==> src/common/dpx_map.svh <==
// Purpose: Offsets, field positions, reset values and fixed words of the port expander.
// Assumes: Included by its bare name from the core, the checker and the bench.
// Notes: Register offsets are byte addresses on the 32-bit register bus.
`ifndef DPX_MAP_SVH
`define DPX_MAP_SVH

// Register byte offsets
`define DPX_OFF_CTRL 8'h00
`define DPX_OFF_STATUS 8'h04

// Control register fields
`define DPX_CTRL_EN_BIT 0
`define DPX_CTRL_RESET 32'h0000_0001

// Status register field positions
`define DPX_ST_IRQ_LSB 0
`define DPX_ST_GNT_LSB 8
`define DPX_ST_SGNT_BIT 16
`define DPX_ST_SREQ_BIT 17
`define DPX_ST_REARM_LSB 18

// Fixed memory word the interrupt word is written to
`define DPX_IRQ_WORD_ADDR 16'h0096
`define DPX_WORD_ZERO 16'h0000

// Bus responses
`define DPX_RESP_OKAY 2'b00
`define DPX_RESP_SLVERR 2'b10

// Idle count that sets the load enable one clock later, three clocks after grant OR falls
`define DPX_LOAD_GAP 2'd2

`endif

==> src/common/dpx_pkg.sv <==
// Purpose: Types shared by the port expander and its bench.
// Assumes: AXI4-Lite register bus with 8-bit addresses and 32-bit data.
// Notes: Constants live in dpx_map.svh.
package dpx_pkg;

  // Master to slave signals of the register bus
  typedef struct packed {
    logic [7:0] awaddr;
    logic awvalid;
    logic [31:0] wdata;
    logic [3:0] wstrb;
    logic wvalid;
    logic bready;
    logic [7:0] araddr;
    logic arvalid;
    logic rready;
  } dpx_axil_req_t;

  // Slave to master signals of the register bus
  typedef struct packed {
    logic awready;
    logic wready;
    logic [1:0] bresp;
    logic bvalid;
    logic arready;
    logic [31:0] rdata;
    logic [1:0] rresp;
    logic rvalid;
  } dpx_axil_rsp_t;

  // Memory side of the interrupt word store
  typedef struct packed {
    logic [15:0] addr;
    logic [15:0] data;
  } dpx_mem_word_t;

  // Phases of the interrupt word store cycle
  typedef enum logic [2:0] {
    DPX_ST_IDLE = 3'b000,
    DPX_ST_REQ = 3'b001,
    DPX_ST_GRANT = 3'b010,
    DPX_ST_PULSE = 3'b011,
    DPX_ST_DONE = 3'b100
  } dpx_store_t;

endpackage

==> src/core/dpx_arbiter.sv <==
// Purpose: Expands one host DMA port into eight prioritised channels plus interrupt word store.
// Assumes: Host grant, interrupt acknowledge and cycle start are synchronous to clk_in;
//   channel request and interrupt lines are asynchronous.
// Notes: Software sees a control and a status register over AXI4-Lite.
//
// Overview of operation
// - Host request when any channel requests
// - Store request outranks every channel request
// - Host grant goes to one top requester
// - Channel zero highest, seven lowest priority
// - Pending store request takes the grant first
// - Released synchronised request clears channel grant
// - Check pulse two clocks after cycle start
// - Check pulse revokes grant for higher request
// - No lower grant while holder keeps request
// - Grant OR blocks every new grant
// - Three idle clocks, load enable, then grant
// - Host request stays while channels request
// - Line sets capture bit, deferred during store
// - Rearm clears after capture until released
// - Summary interrupt held until host acknowledge
// - Host acknowledge raises store request
// - Capture bits on write data, upper zero
// - Store cycle drives fixed word address
// - Store pulse one clock after store grant
// - Acknowledge only channels in stored word
// - Done pulse, then clear capture and store
// - Stored line ignored until it drops
`timescale 1ns/1ns
`include "dpx_map.svh"

module dpx_arbiter #(
  parameter int NUM_CHAN = 8
) (
  input wire logic clk_in,                               // System clock, 125 MHz
  input wire logic rst_n_in,                             // Synchronous reset, active low
  input wire logic [NUM_CHAN-1:0] chan_mem_req_in,       // Channel memory requests, async
  input wire logic [NUM_CHAN-1:0] chan_irq_line_in,      // Channel interrupt lines, async
  input wire logic host_grant_in,                        // Host memory access grant
  input wire logic host_irq_ack_in,                      // Host interrupt acknowledge
  input wire logic mem_cycle_start_in,                   // Store or fetch cycle start pulse
  output logic host_mem_req_out,                         // Merged request to host
  output logic [NUM_CHAN-1:0] chan_access_grant_out,     // Per-channel access grants
  output logic irq_store_grant_out,                      // Grant held by store logic
  output logic irq_summary_out,                          // Interrupt request to host
  output logic irq_word_write_pulse_out,                 // One-clock store pulse
  output logic irq_cycle_done_out,                       // One-clock store complete
  output logic [NUM_CHAN-1:0] chan_irq_ack_out,          // One-clock channel acknowledges
  output dpx_pkg::dpx_mem_word_t mem_word_out,           // Store address and write data
  input wire dpx_pkg::dpx_axil_req_t axil_req_in,        // Register bus, master side
  output dpx_pkg::dpx_axil_rsp_t axil_rsp_out            // Register bus, slave side
);
  import dpx_pkg::*;

  // Lowest set bit wins; shared by channel pick and pre-emption test
  function automatic logic [NUM_CHAN-1:0] pick_top(input logic [NUM_CHAN-1:0] req);
    logic [NUM_CHAN-1:0] one;
    one = '0;
    for (int i = NUM_CHAN - 1; i >= 0; i--)
    begin
      if (req[i])
      begin
        one = '0;
        one[i] = 1'b1;
      end
    end
    return one;
  endfunction

  logic [NUM_CHAN-1:0] req_s1_r;
  logic [NUM_CHAN-1:0] req_s_r;
  logic [NUM_CHAN-1:0] line_s1_r;
  logic [NUM_CHAN-1:0] line_s_r;
  logic [NUM_CHAN-1:0] grant_r;
  logic [NUM_CHAN-1:0] priority_tree_out;
  logic [NUM_CHAN-1:0] irq_capture_reg_r;
  logic [NUM_CHAN-1:0] irq_line_rearm_r;
  logic [NUM_CHAN-1:0] ack_r;
  logic [1:0] idle_cnt_r;
  logic grant_load_enable_r;
  logic start_d1_r;
  logic change_r;
  logic any_grant_active;
  logic load_now;
  logic ctrl_en_r;
  logic irq_store_req;
  logic irq_store_grant;
  dpx_store_t st_r;
  dpx_store_t st_nxt;
  dpx_mem_word_t word_r;

  // Two flip-flops per asynchronous line; only the second is read
  // input synchronisers
  always_ff @(posedge clk_in)
  begin
    if (!rst_n_in)
    begin
      req_s1_r <= '0;
      req_s_r <= '0;
      line_s1_r <= '0;
      line_s_r <= '0;
    end
    else
    begin
      req_s1_r <= chan_mem_req_in;
      req_s_r <= req_s1_r;
      line_s1_r <= chan_irq_line_in;
      line_s_r <= line_s1_r;
    end
  end

  // Fixed priority: channel 0 first
  // fixed channel order
  assign priority_tree_out = pick_top(req_s_r);

  // Store phases hold the request and the grant
  assign irq_store_req = (st_r != DPX_ST_IDLE);
  assign irq_store_grant = (st_r == DPX_ST_GRANT) || (st_r == DPX_ST_PULSE) || (st_r == DPX_ST_DONE);

  assign any_grant_active = (|grant_r) | irq_store_grant;

  // New grant only with host grant, load enable and nothing held
  // grant after load enable
  assign load_now = grant_load_enable_r & host_grant_in & ~any_grant_active;

  // Merged host request; the enable lets software park the port
  // merged host request
  assign host_mem_req_out = ctrl_en_r & ((|req_s_r) | irq_store_req);

  // Idle gap counter; a grant restarts it so no grant follows too closely
  always_ff @(posedge clk_in)
  begin
    if (!rst_n_in)
    begin
      idle_cnt_r <= 2'd0;
      grant_load_enable_r <= 1'b0;
    end
    else if (any_grant_active || load_now)
    begin
      idle_cnt_r <= 2'd0;
      grant_load_enable_r <= 1'b0;
    end
    else
    begin
      if (idle_cnt_r != `DPX_LOAD_GAP)
      begin
        idle_cnt_r <= idle_cnt_r + 2'd1;
      end
      grant_load_enable_r <= (idle_cnt_r == `DPX_LOAD_GAP);
    end
  end

  // Pre-emption check pulse on the second clock after a cycle start
  // delayed check pulse
  always_ff @(posedge clk_in)
  begin
    if (!rst_n_in)
    begin
      start_d1_r <= 1'b0;
      change_r <= 1'b0;
    end
    else
    begin
      start_d1_r <= mem_cycle_start_in;
      change_r <= start_d1_r;
    end
  end

  // One grant flip-flop per channel
  genvar g;
  generate
    for (g = 0; g < NUM_CHAN; g++)
    begin : g_chan
      logic [NUM_CHAN-1:0] higher;
      assign higher = NUM_CHAN'((1 << g) - 1);
      always_ff @(posedge clk_in)
      begin
        if (!rst_n_in)
        begin
          grant_r[g] <= 1'b0;
        end
        else if (grant_r[g] && !req_s_r[g])
        begin
          grant_r[g] <= 1'b0;
        end
        else if (grant_r[g] && change_r && |(priority_tree_out & higher))
        begin
          grant_r[g] <= 1'b0;
        end
        else if (load_now && !irq_store_req && priority_tree_out[g])
        begin
          grant_r[g] <= 1'b1;
        end
      end
    end
  endgenerate

  assign chan_access_grant_out = grant_r;
  assign irq_store_grant_out = irq_store_grant;

  // Store cycle sequence
  always_comb
  begin
    st_nxt = st_r;
    unique case (st_r)
      DPX_ST_IDLE:
      begin
        if (host_irq_ack_in && |irq_capture_reg_r)
        begin
          st_nxt = DPX_ST_REQ;
        end
      end
      DPX_ST_REQ:
      begin
        if (load_now)
        begin
          st_nxt = DPX_ST_GRANT;
        end
      end
      DPX_ST_GRANT:
        st_nxt = DPX_ST_PULSE;
      DPX_ST_PULSE:
        st_nxt = DPX_ST_DONE;
      DPX_ST_DONE:
        st_nxt = DPX_ST_IDLE;
      default:
        st_nxt = DPX_ST_IDLE;
    endcase
  end

  always_ff @(posedge clk_in)
  begin
    if (!rst_n_in)
    begin
      st_r <= DPX_ST_IDLE;
    end
    else
    begin
      st_r <= st_nxt;
    end
  end

  assign irq_word_write_pulse_out = (st_r == DPX_ST_PULSE);
  // done pulse as store pulse ends
  assign irq_cycle_done_out = (st_r == DPX_ST_DONE);

  // Interrupt capture and rearm flags; a set blocked by the store grant waits for it to drop
  always_ff @(posedge clk_in)
  begin
    if (!rst_n_in)
    begin
      irq_capture_reg_r <= '0;
      irq_line_rearm_r <= '1;
    end
    else
    begin
      for (int n = 0; n < NUM_CHAN; n++)
      begin
        if (st_r == DPX_ST_DONE)
        begin
          irq_capture_reg_r[n] <= 1'b0;
        end
        else if (line_s_r[n] && irq_line_rearm_r[n] && !irq_store_grant)
        begin
          irq_capture_reg_r[n] <= 1'b1;
        end
        if (irq_capture_reg_r[n])
        begin
          irq_line_rearm_r[n] <= 1'b0;
        end
        else if (!line_s_r[n])
        begin
          irq_line_rearm_r[n] <= 1'b1;
        end
      end
    end
  end

  // Summary falls once the host has acknowledged
  // summary until acknowledge
  assign irq_summary_out = (|irq_capture_reg_r) & ~irq_store_req;

  // Acknowledges and memory word come from flip-flops
  always_ff @(posedge clk_in)
  begin
    if (!rst_n_in)
    begin
      ack_r <= '0;
      word_r <= '0;
    end
    else
    begin
      ack_r <= (st_r == DPX_ST_PULSE) ? irq_capture_reg_r : '0;
      // Word is stable from the pulse through done; zero otherwise
      if (st_nxt == DPX_ST_PULSE || st_nxt == DPX_ST_DONE)
      begin
        word_r.addr <= `DPX_IRQ_WORD_ADDR;
        word_r.data <= {{(16 - NUM_CHAN){1'b0}}, irq_capture_reg_r};
      end
      else
      begin
        word_r <= '0;
      end
    end
  end

  assign chan_irq_ack_out = ack_r;
  assign mem_word_out = word_r;

  // Register bus slave: address and data accepted in either order
  logic aw_got_r;
  logic w_got_r;
  logic [7:0] awaddr_r;
  logic [31:0] wdata_r;
  logic [3:0] wstrb_r;
  logic bvalid_r;
  logic [1:0] bresp_r;
  logic rvalid_r;
  logic [31:0] rdata_r;
  logic [1:0] rresp_r;
  logic [31:0] status_word;

  assign axil_rsp_out.awready = ~aw_got_r & ~bvalid_r;
  assign axil_rsp_out.wready = ~w_got_r & ~bvalid_r;
  assign axil_rsp_out.bvalid = bvalid_r;
  assign axil_rsp_out.bresp = bresp_r;
  assign axil_rsp_out.arready = ~rvalid_r;
  assign axil_rsp_out.rvalid = rvalid_r;
  assign axil_rsp_out.rdata = rdata_r;
  assign axil_rsp_out.rresp = rresp_r;

  // Status shows live arbitration and interrupt state
  always_comb
  begin
    status_word = '0;
    status_word[`DPX_ST_IRQ_LSB +: NUM_CHAN] = irq_capture_reg_r;
    status_word[`DPX_ST_GNT_LSB +: NUM_CHAN] = grant_r;
    status_word[`DPX_ST_SGNT_BIT] = irq_store_grant;
    status_word[`DPX_ST_SREQ_BIT] = irq_store_req;
    status_word[`DPX_ST_REARM_LSB +: NUM_CHAN] = irq_line_rearm_r;
  end

  // Write channel capture and response
  always_ff @(posedge clk_in)
  begin
    if (!rst_n_in)
    begin
      aw_got_r <= 1'b0;
      w_got_r <= 1'b0;
      awaddr_r <= '0;
      wdata_r <= '0;
      wstrb_r <= '0;
      bvalid_r <= 1'b0;
      bresp_r <= `DPX_RESP_OKAY;
      ctrl_en_r <= 1'b1;
    end
    else
    begin
      if (axil_req_in.awvalid && axil_rsp_out.awready)
      begin
        aw_got_r <= 1'b1;
        awaddr_r <= axil_req_in.awaddr;
      end
      if (axil_req_in.wvalid && axil_rsp_out.wready)
      begin
        w_got_r <= 1'b1;
        wdata_r <= axil_req_in.wdata;
        wstrb_r <= axil_req_in.wstrb;
      end
      if (aw_got_r && w_got_r)
      begin
        aw_got_r <= 1'b0;
        w_got_r <= 1'b0;
        bvalid_r <= 1'b1;
        if (awaddr_r == `DPX_OFF_CTRL)
        begin
          bresp_r <= `DPX_RESP_OKAY;
          if (wstrb_r[0])
          begin
            ctrl_en_r <= wdata_r[`DPX_CTRL_EN_BIT];
          end
        end
        else if (awaddr_r == `DPX_OFF_STATUS)
        begin
          bresp_r <= `DPX_RESP_OKAY; // Status is read-only; write ignored
        end
        else
        begin
          bresp_r <= `DPX_RESP_SLVERR;
        end
      end
      else if (bvalid_r && axil_req_in.bready)
      begin
        bvalid_r <= 1'b0;
      end
    end
  end

  // Read channel
  always_ff @(posedge clk_in)
  begin
    if (!rst_n_in)
    begin
      rvalid_r <= 1'b0;
      rdata_r <= '0;
      rresp_r <= `DPX_RESP_OKAY;
    end
    else if (axil_req_in.arvalid && !rvalid_r)
    begin
      rvalid_r <= 1'b1;
      if (axil_req_in.araddr == `DPX_OFF_CTRL)
      begin
        rdata_r <= {31'h0000_0000, ctrl_en_r};
        rresp_r <= `DPX_RESP_OKAY;
      end
      else if (axil_req_in.araddr == `DPX_OFF_STATUS)
      begin
        rdata_r <= status_word;
        rresp_r <= `DPX_RESP_OKAY;
      end
      else
      begin
        rdata_r <= '0;
        rresp_r <= `DPX_RESP_SLVERR;
      end
    end
    else if (rvalid_r && axil_req_in.rready)
    begin
      rvalid_r <= 1'b0;
    end
  end

endmodule

==> config.mk <==
export PLATFORM = sky130hd
export DESIGN_NAME = dpx_arbiter
export DESIGN_NICKNAME = d
export VERILOG_FILES = /design/src/common/dpx_pkg.sv /design/src/core/dpx_arbiter.sv
export VERILOG_INCLUDE_DIRS = /design/src /design/src/common
export SDC_FILE = /design/constraint.sdc
export NUM_CORES = 1
export LEC_CHECK = 0
export ABC_AREA = 1
export BUFFER_PORTS_ARGS = -buffer_cell sky130_fd_sc_hd__buf_2
export CAP_MARGIN = 25
export CORE_MARGIN = 2
export CORE_UTILIZATION = 30
export CTS_CLUSTER_DIAMETER = 100
export CTS_CLUSTER_SIZE = 25
export DETAILED_ROUTE_END_ITERATION = 10
export HOLD_SLACK_MARGIN = 0.08
export SYNTH_ARGS = -nofsm -noshare
export SYNTH_HDL_FRONTEND = slang
export SYNTH_SLANG_ARGS = --single-unit
==> constraint.sdc <==
create_clock -name clk_in -period 1.4 [get_ports clk_in]
set_clock_uncertainty 0.2 [all_clocks]
set_input_delay 0.21 -clock clk_in [delete_from_list [all_inputs] [get_ports clk_in]]
set_output_delay 0.21 -clock clk_in [all_outputs]
set_load 0.005 [all_outputs]
==> Yosys cells after proc, flatten, opt, wreduce, memory -nomap -nowiden <==
Index checks and enable logic that the tools add are counted.
{ "word_totals": {"regBits": 155, "in_bits": 78, "elab_cells": 218} }
{ "op_classes": {"addsub": 1, "n_eq_ne": 18, "mux": 38, "bitwise_logic": 15, "n_reduce_logical": 98} }
{ "ops": {"columns": ["op", "count"], "rows": [
  ["$mux W8", 8],
  ["$logic_and A1 B1 Y1", 54],
  ["$mux W26", 2],
  ["$mux W24", 1],
  ["$reduce_or A3 Y1", 8],
  ["$reduce_or A8 Y1", 3],
  ["$mux W1", 20],
  ["$eq A8 B3 Y1 const B", 2],
  ["$logic_not A8 Y1", 2],
  ["$ne A2 B1 Y1 const B", 8],
  ["$pmux W3 S4", 1],
  ["$logic_not A1 Y1", 11],
  ["$reduce_or A2 Y1", 5],
  ["$eq A3 B2 Y1 const B", 3],
  ["$mux W2", 4],
  ["$not A1 Y1", 7],
  ["$reduce_or A7 Y1", 1],
  ["$and A1 B1 Y1", 6],
  ["$eq A3 B3 Y1 const B", 2],
  ["$mux W3", 2],
  ["$reduce_or A6 Y1", 1],
  ["$reduce_or A5 Y1", 1],
  ["$logic_or A1 B1 Y1", 4],
  ["$reduce_and A2 Y1", 2],
  ["10 further kinds", 12]
]} }

==> Logic depth before layout (Yosys ltp) <==
{ "depth": {"depth_word": 11, "depth_mapped": 7, "ltp_nobuf": 7} }

==> Least setup slack after synthesis <==
No wires, ideal clock.
{ "synth_path": {"kind": "register -> output", "start": "reg req_s_r[0]", "end": "out host_mem_req_out", "arrival_ns": 0.988, "t_required_ns": 0.990, "setup_slack_ns": 0.002, "path_stages_with_launch": 7, "cell_sequence": "dfxtp_1 -> nor2_1 -> nand2_1 -> nor2_1 -> nand3b_1 -> inv_1 -> a21boi_0"} }
{ "synth_between": {"elab_chain_cells": 3} }
{ "synth_rtl": {"columns": ["item", "line", "text"], "rows": [
  ["from (decl)", "dpx_arbiter.sv:71", "logic [NUM_CHAN-1:0] req_s_r;"],
  ["from (signal assigned)", "dpx_arbiter.sv:106", "req_s_r <= req_s1_r;"],
  ["$reduce_or A8 Y1", "dpx_arbiter.sv:128", "assign host_mem_req_out = ctrl_en_r & ((|req_s_r) | irq_store_req);"],
  ["$or A1 B1 Y1", "dpx_arbiter.sv:128", null],
  ["$and A1 B1 Y1", "dpx_arbiter.sv:128", null],
  ["to (decl)", "dpx_arbiter.sv:42", "output logic host_mem_req_out,"]
]} }
Every way passes these cells.

==> Worst setup path after layout <==
{ "layout_path": {"start": "reg st_r[2]", "end": "out host_mem_req_out"} }
{ "layout_between": {"elab_chain_cells": 3} }
{ "layout_rtl": {"columns": ["item", "line", "text"], "rows": [
  ["from (decl)", "dpx_arbiter.sv:88", "dpx_store_t st_r;"],
  ["from (signal assigned)", "dpx_arbiter.sv:239", "st_r <= st_nxt;"],
  ["$reduce_bool A3 Y1", "dpx_arbiter.sv:117", "assign irq_store_req = (st_r != DPX_ST_IDLE);"],
  ["$or A1 B1 Y1", "dpx_arbiter.sv:128", null],
  ["$and A1 B1 Y1", "dpx_arbiter.sv:128", null]
]} }
Every way passes these cells.

==> impl_metrics.py <==
metrics = {
    "detailed_routing": {
        "drc": 0,
        "dr.pass1.iters": 4,
        "vias_per_cell": 4.164,
        "dr_total_vias": 4039,
        "finalWirelength_um": 11880,
        "drt-initial-drc-count": 211,
        "routedWlPerCell_um": 12.24,
        "antenna_left": 0,
    },
    "outcome": {
        "status": "finished with violations",
        "violations": "negative setup slack",
    },
    "worst_setup_path": {
        "arrival_ps": 1470,
        "crit_cells": 6,
        "critPathMaxStageDelay_ps": 320,
        "cp_max_fo": 4,
        "path_cells": "or2_4 > nor2_4 > inv_2 > nor2_2 > a21boi_2 > buf_2",
        "path_buf_inv": 2,
        "reg2reg_depth": 7,
        "r2r-end": "chan_access_grant_out[4]",
        "path_class": "flop to output pin",
        "r2r_start": "st_r[2]",
        "path_delay_family": "simple AND/OR/NAND/NOR gates",
        "critical-path-slowest-cell": "dfxtp_2",
        "worstPathRequired_ps": 990,
        "r2r_setup_slack_ps": -190,
        "start_kind": "flop",
        "setup.worst_path.end_class": "output pin",
    },
    "timing": {
        "rsz0062_at_grt": "yes",
        "fin_crit_sh_pct": 134.1,
        "drv_slew": 0,
        "setup_tns_ps": -3339,
        "setup_viol": 22,
        "fmax_ghz": 0.5327,
        "setup_slack_ps": -477.3,
        "min_period_ps": 1877,
        "hold_viol_final": 0,
    },
    "power_and_ir_drop": {
        "power.density_nw_per_um2": 1319,
        "power.switching_mw": 2.166,
        "p_clk_share_pct": 48.4,
        "power.total_mw": 9.170,
        "seq_power_share_pct": 41.1,
        "switching_share_pct": 23.62,
        "combPwrFrac_pct": 10.5,
        "irDropWorstVdd_mv": 0.9084,
        "p_int_mw": 7.005,
        "leakagePower_nw": 3.338,
    },
    "clock_tree": {
        "clk_latency_ps": 410,
        "cts_tree": "yes",
        "cts_buffers": 17,
        "clkTransAtPathRegs_ps": 60,
        "cts_sinks": 124,
        "h-tree-depth": 4,
        "clk_path_buf_depth": 2,
        "cts-root-buf": "clkbuf_16",
    },
    "layout": {
        "multiInputGateArea_um2": 1764,
        "nFillCells": 1460,
        "final_nets": 849,
        "drive_gt1_share_pct": 35.68,
        "instances_no_fill": 970,
        "area_growth_pct": 52.15,
        "diodes": 0,
        "regArea_um2": 2505,
    },
    "worst_hold_path": {
        "hold_start": "rst_n_in",
        "timing.hold.worst_path_depth": 3,
        "holdPathEnd": "mem_word_out[0]",
        "min_path_type": "input port to flop",
    },
    "floorplanning": {
        "num_io_pins": 172,
        "dieHeight_um": 127.4,
        "dieArea_um2": 16240,
        "core_area_um2": 15030,
        "start_util_pct": 30.40,
        "die_w_um": 127.4,
        "num_rows": 45,
    },
    "yosys": {
        "synth_warnings": 0,
        "yosys.area.top_type": "dfxtp_1",
        "synth.distinct_cells": 33,
        "synth_async_sr_flop_share_pct": 0,
        "synth.avg_cell_area_um2": 8.033,
        "syn_inst": 569,
        "yosysMostFrequentCell": "dfxtp_1",
        "synth_area_leaders": "dfxtp_1 54%, nand2_1 8.1%, inv_1 6.8%, buf_4 5.7%, nor2_1 5.4%",
        "yosysTopAreaCellShare_pct": 54.31,
        "ys_seq_elements": 124,
        "synth_edf_count": 0,
        "synth_area_um2": 4571,
        "synth_ff_type": "dfxtp_1",
        "yosysSeqAreaShare_pct": 54.31,
        "synth_common_cells": "124 x dfxtp_1, 99 x nand2_1, 83 x inv_1, 66 x nor2_1, 48 x nand3_1",
    },
    "grt": {
        "grt_overflow": 0,
        "grt_max_degree": 37,
        "antenna_found_initial": 0,
        "grt_pass1_wl_um": 18110,
        "grt_pass1_vias": 3649,
        "grt_usage_pct": 14.20,
    },
    "placement": {
        "dpl.hpwl_um": 8010,
        "portBuffers": 109,
        "gp_congestion": 0.7930,
        "post-place-ws_ps": -182.7,
        "post-place-cells": 894,
    },
    "run": {
        "cap_violations": 0,
    },
}
## cell families after synthesis
group                    after synthesis  share of synthesized area, %
flip-flops                           124                         54.31
buffers and inverters                136                         14.15
adder cells (fa/ha/maj)                1                        0.2737
other                                  1                       0.08205
AO/OA/AOI/OAI                         77                         9.308
AND/OR/NAND/NOR                      230                         21.87
## worst max-delay path by stage
| stage | start | endpoint | slack (ps) |
|---|---|---|---|
| floorplan | req_s_r[0] | host_mem_req_out | 2 |
| finish | st_r[2] | host_mem_req_out | -480 |
| global placement | req_s_r[0] | host_mem_req_out | -140 |
| CTS | req_s_r[1] | host_mem_req_out | -470 |
| global route | st_r[2] | irq_summary_out | -530 |
| detailed placement | st_r[2] | chan_access_grant_out[6] | -180 |
## placed cells by master, fill, tap and decap left out, types with 2 or more instances in the layout
master / n
nand2_4: 4
clkinvlp_4: 2
dfxtp_2: 15
a21oi_2: 15
nor2_2: 4
nand2_2: 6
a31oi_1: 2
nor2_4: 8
inv_2: 8
bufinv_16: 3
nor2_1: 56
dlygate4sd3_1: 36
buf_4: 38
nand2_1: 91
dfxtp_1: 108
clkbuf_16: 17
clkbuf_1: 2
o211ai_1: 3
nand3_4: 2
nor3_1: 2
buf_12: 6
nand3_2: 10
nand3_1: 37
conb_1: 28
nor3_4: 3
clkinv_4: 4
inv_1: 77
buf_2: 104
buf_6: 18
o21ai_0: 21
a21oi_1: 32
inv_6: 4
## final cells by class
| class | count | share of cell area (%) |
|---|---|---|
| Sequential cell | 124 | 36.02 |
| Timing Repair inverter | 1 | 0.07197 |
| Inverter | 87 | 4.822 |
| Clock inverter | 11 | 2.285 |
| Multi-Input combinational cell | 336 | 25.37 |
| Clock buffer | 20 | 6.423 |
| Tap cell | 188 | 3.383 |
| Timing Repair Buffer | 203 | 21.63 |
## worst register-to-register path: stages, from the launching register on
cell and delay [ps]:
dfxtp_2 320, or2_4 270, buf_6 130, nand2_4 80, nand3_4 90, nor2_4 210, nand2_1 110, a21oi_2 110
## flip-flops by register name, summed over array words and instances (netlist names), 8 cells and up
signal / count
rdata_r: 26
mem_word_out: 9
awaddr_r: 8
chan_access_grant_out: 8
chan_irq_ack_out: 8
irq_capture_reg_r: 8
irq_line_rearm_r: 8
line_s1_r: 8
line_s_r: 8
req_s1_r: 8
req_s_r: 8
## metrics by stage
| stage | utilization, % | cell area (µm²) | hold WS [ps] |
|---|---|---|---|
| after global placement | 37.14 | 5583 | 191.6 |
| after CTS | 44.65 | 6713 | 84.56 |
| after global routing | 46.26 | 6954 | 89.80 |
| after detailed placement | 37.14 | 5583 | 195.0 |
| final | 46.26 | 6954 | 81.33 |
| after floorplan | - | 4672 | 107.6 |
## metal layers
| layer | part of all wire [%] | vias to the layer above | wire length [µm] | GRT usage (%) |
|---|---|---|---|---|
| li1 | - | 2111 | - | - |
| met1 | 49 | 1798 | 5770 | 19.02 |
| met2 | 45 | 119 | 5381 | 22.08 |
| met3 | 5.0 | 11 | 598 | 3.183 |
| met4 | 1.1 | 0 | 125 | 6.012 |
| met5 | 0 | - | 0 | 0 |
## power by group through the flow
stage	registers, mW	clock network (mW)	logic [mW]
global placement	3.83	0	0.732
finish	3.77	4.44	0.961
detailed placement	3.83	0	0.741
floorplan	3.81	0	0.497
global route	3.78	4.67	1.09
CTS	3.76	4.51	0.873
## repair_timing
| action | 4_1_cts | 5_1_grt |
|---|---|---|
| gates resized for setup | 47 | 56 |
| cloned | 0 | 1 |
| setup endpoints to repair | 35 | 74 |
| hold endpoints to repair | 38 | 0 |
| setup buffers | 5 | 5 |
| hold buffers | 36 | 0 |
| pin swaps | 12 | 19 |
No activity file was read; power rests on OpenSTA's default activity.
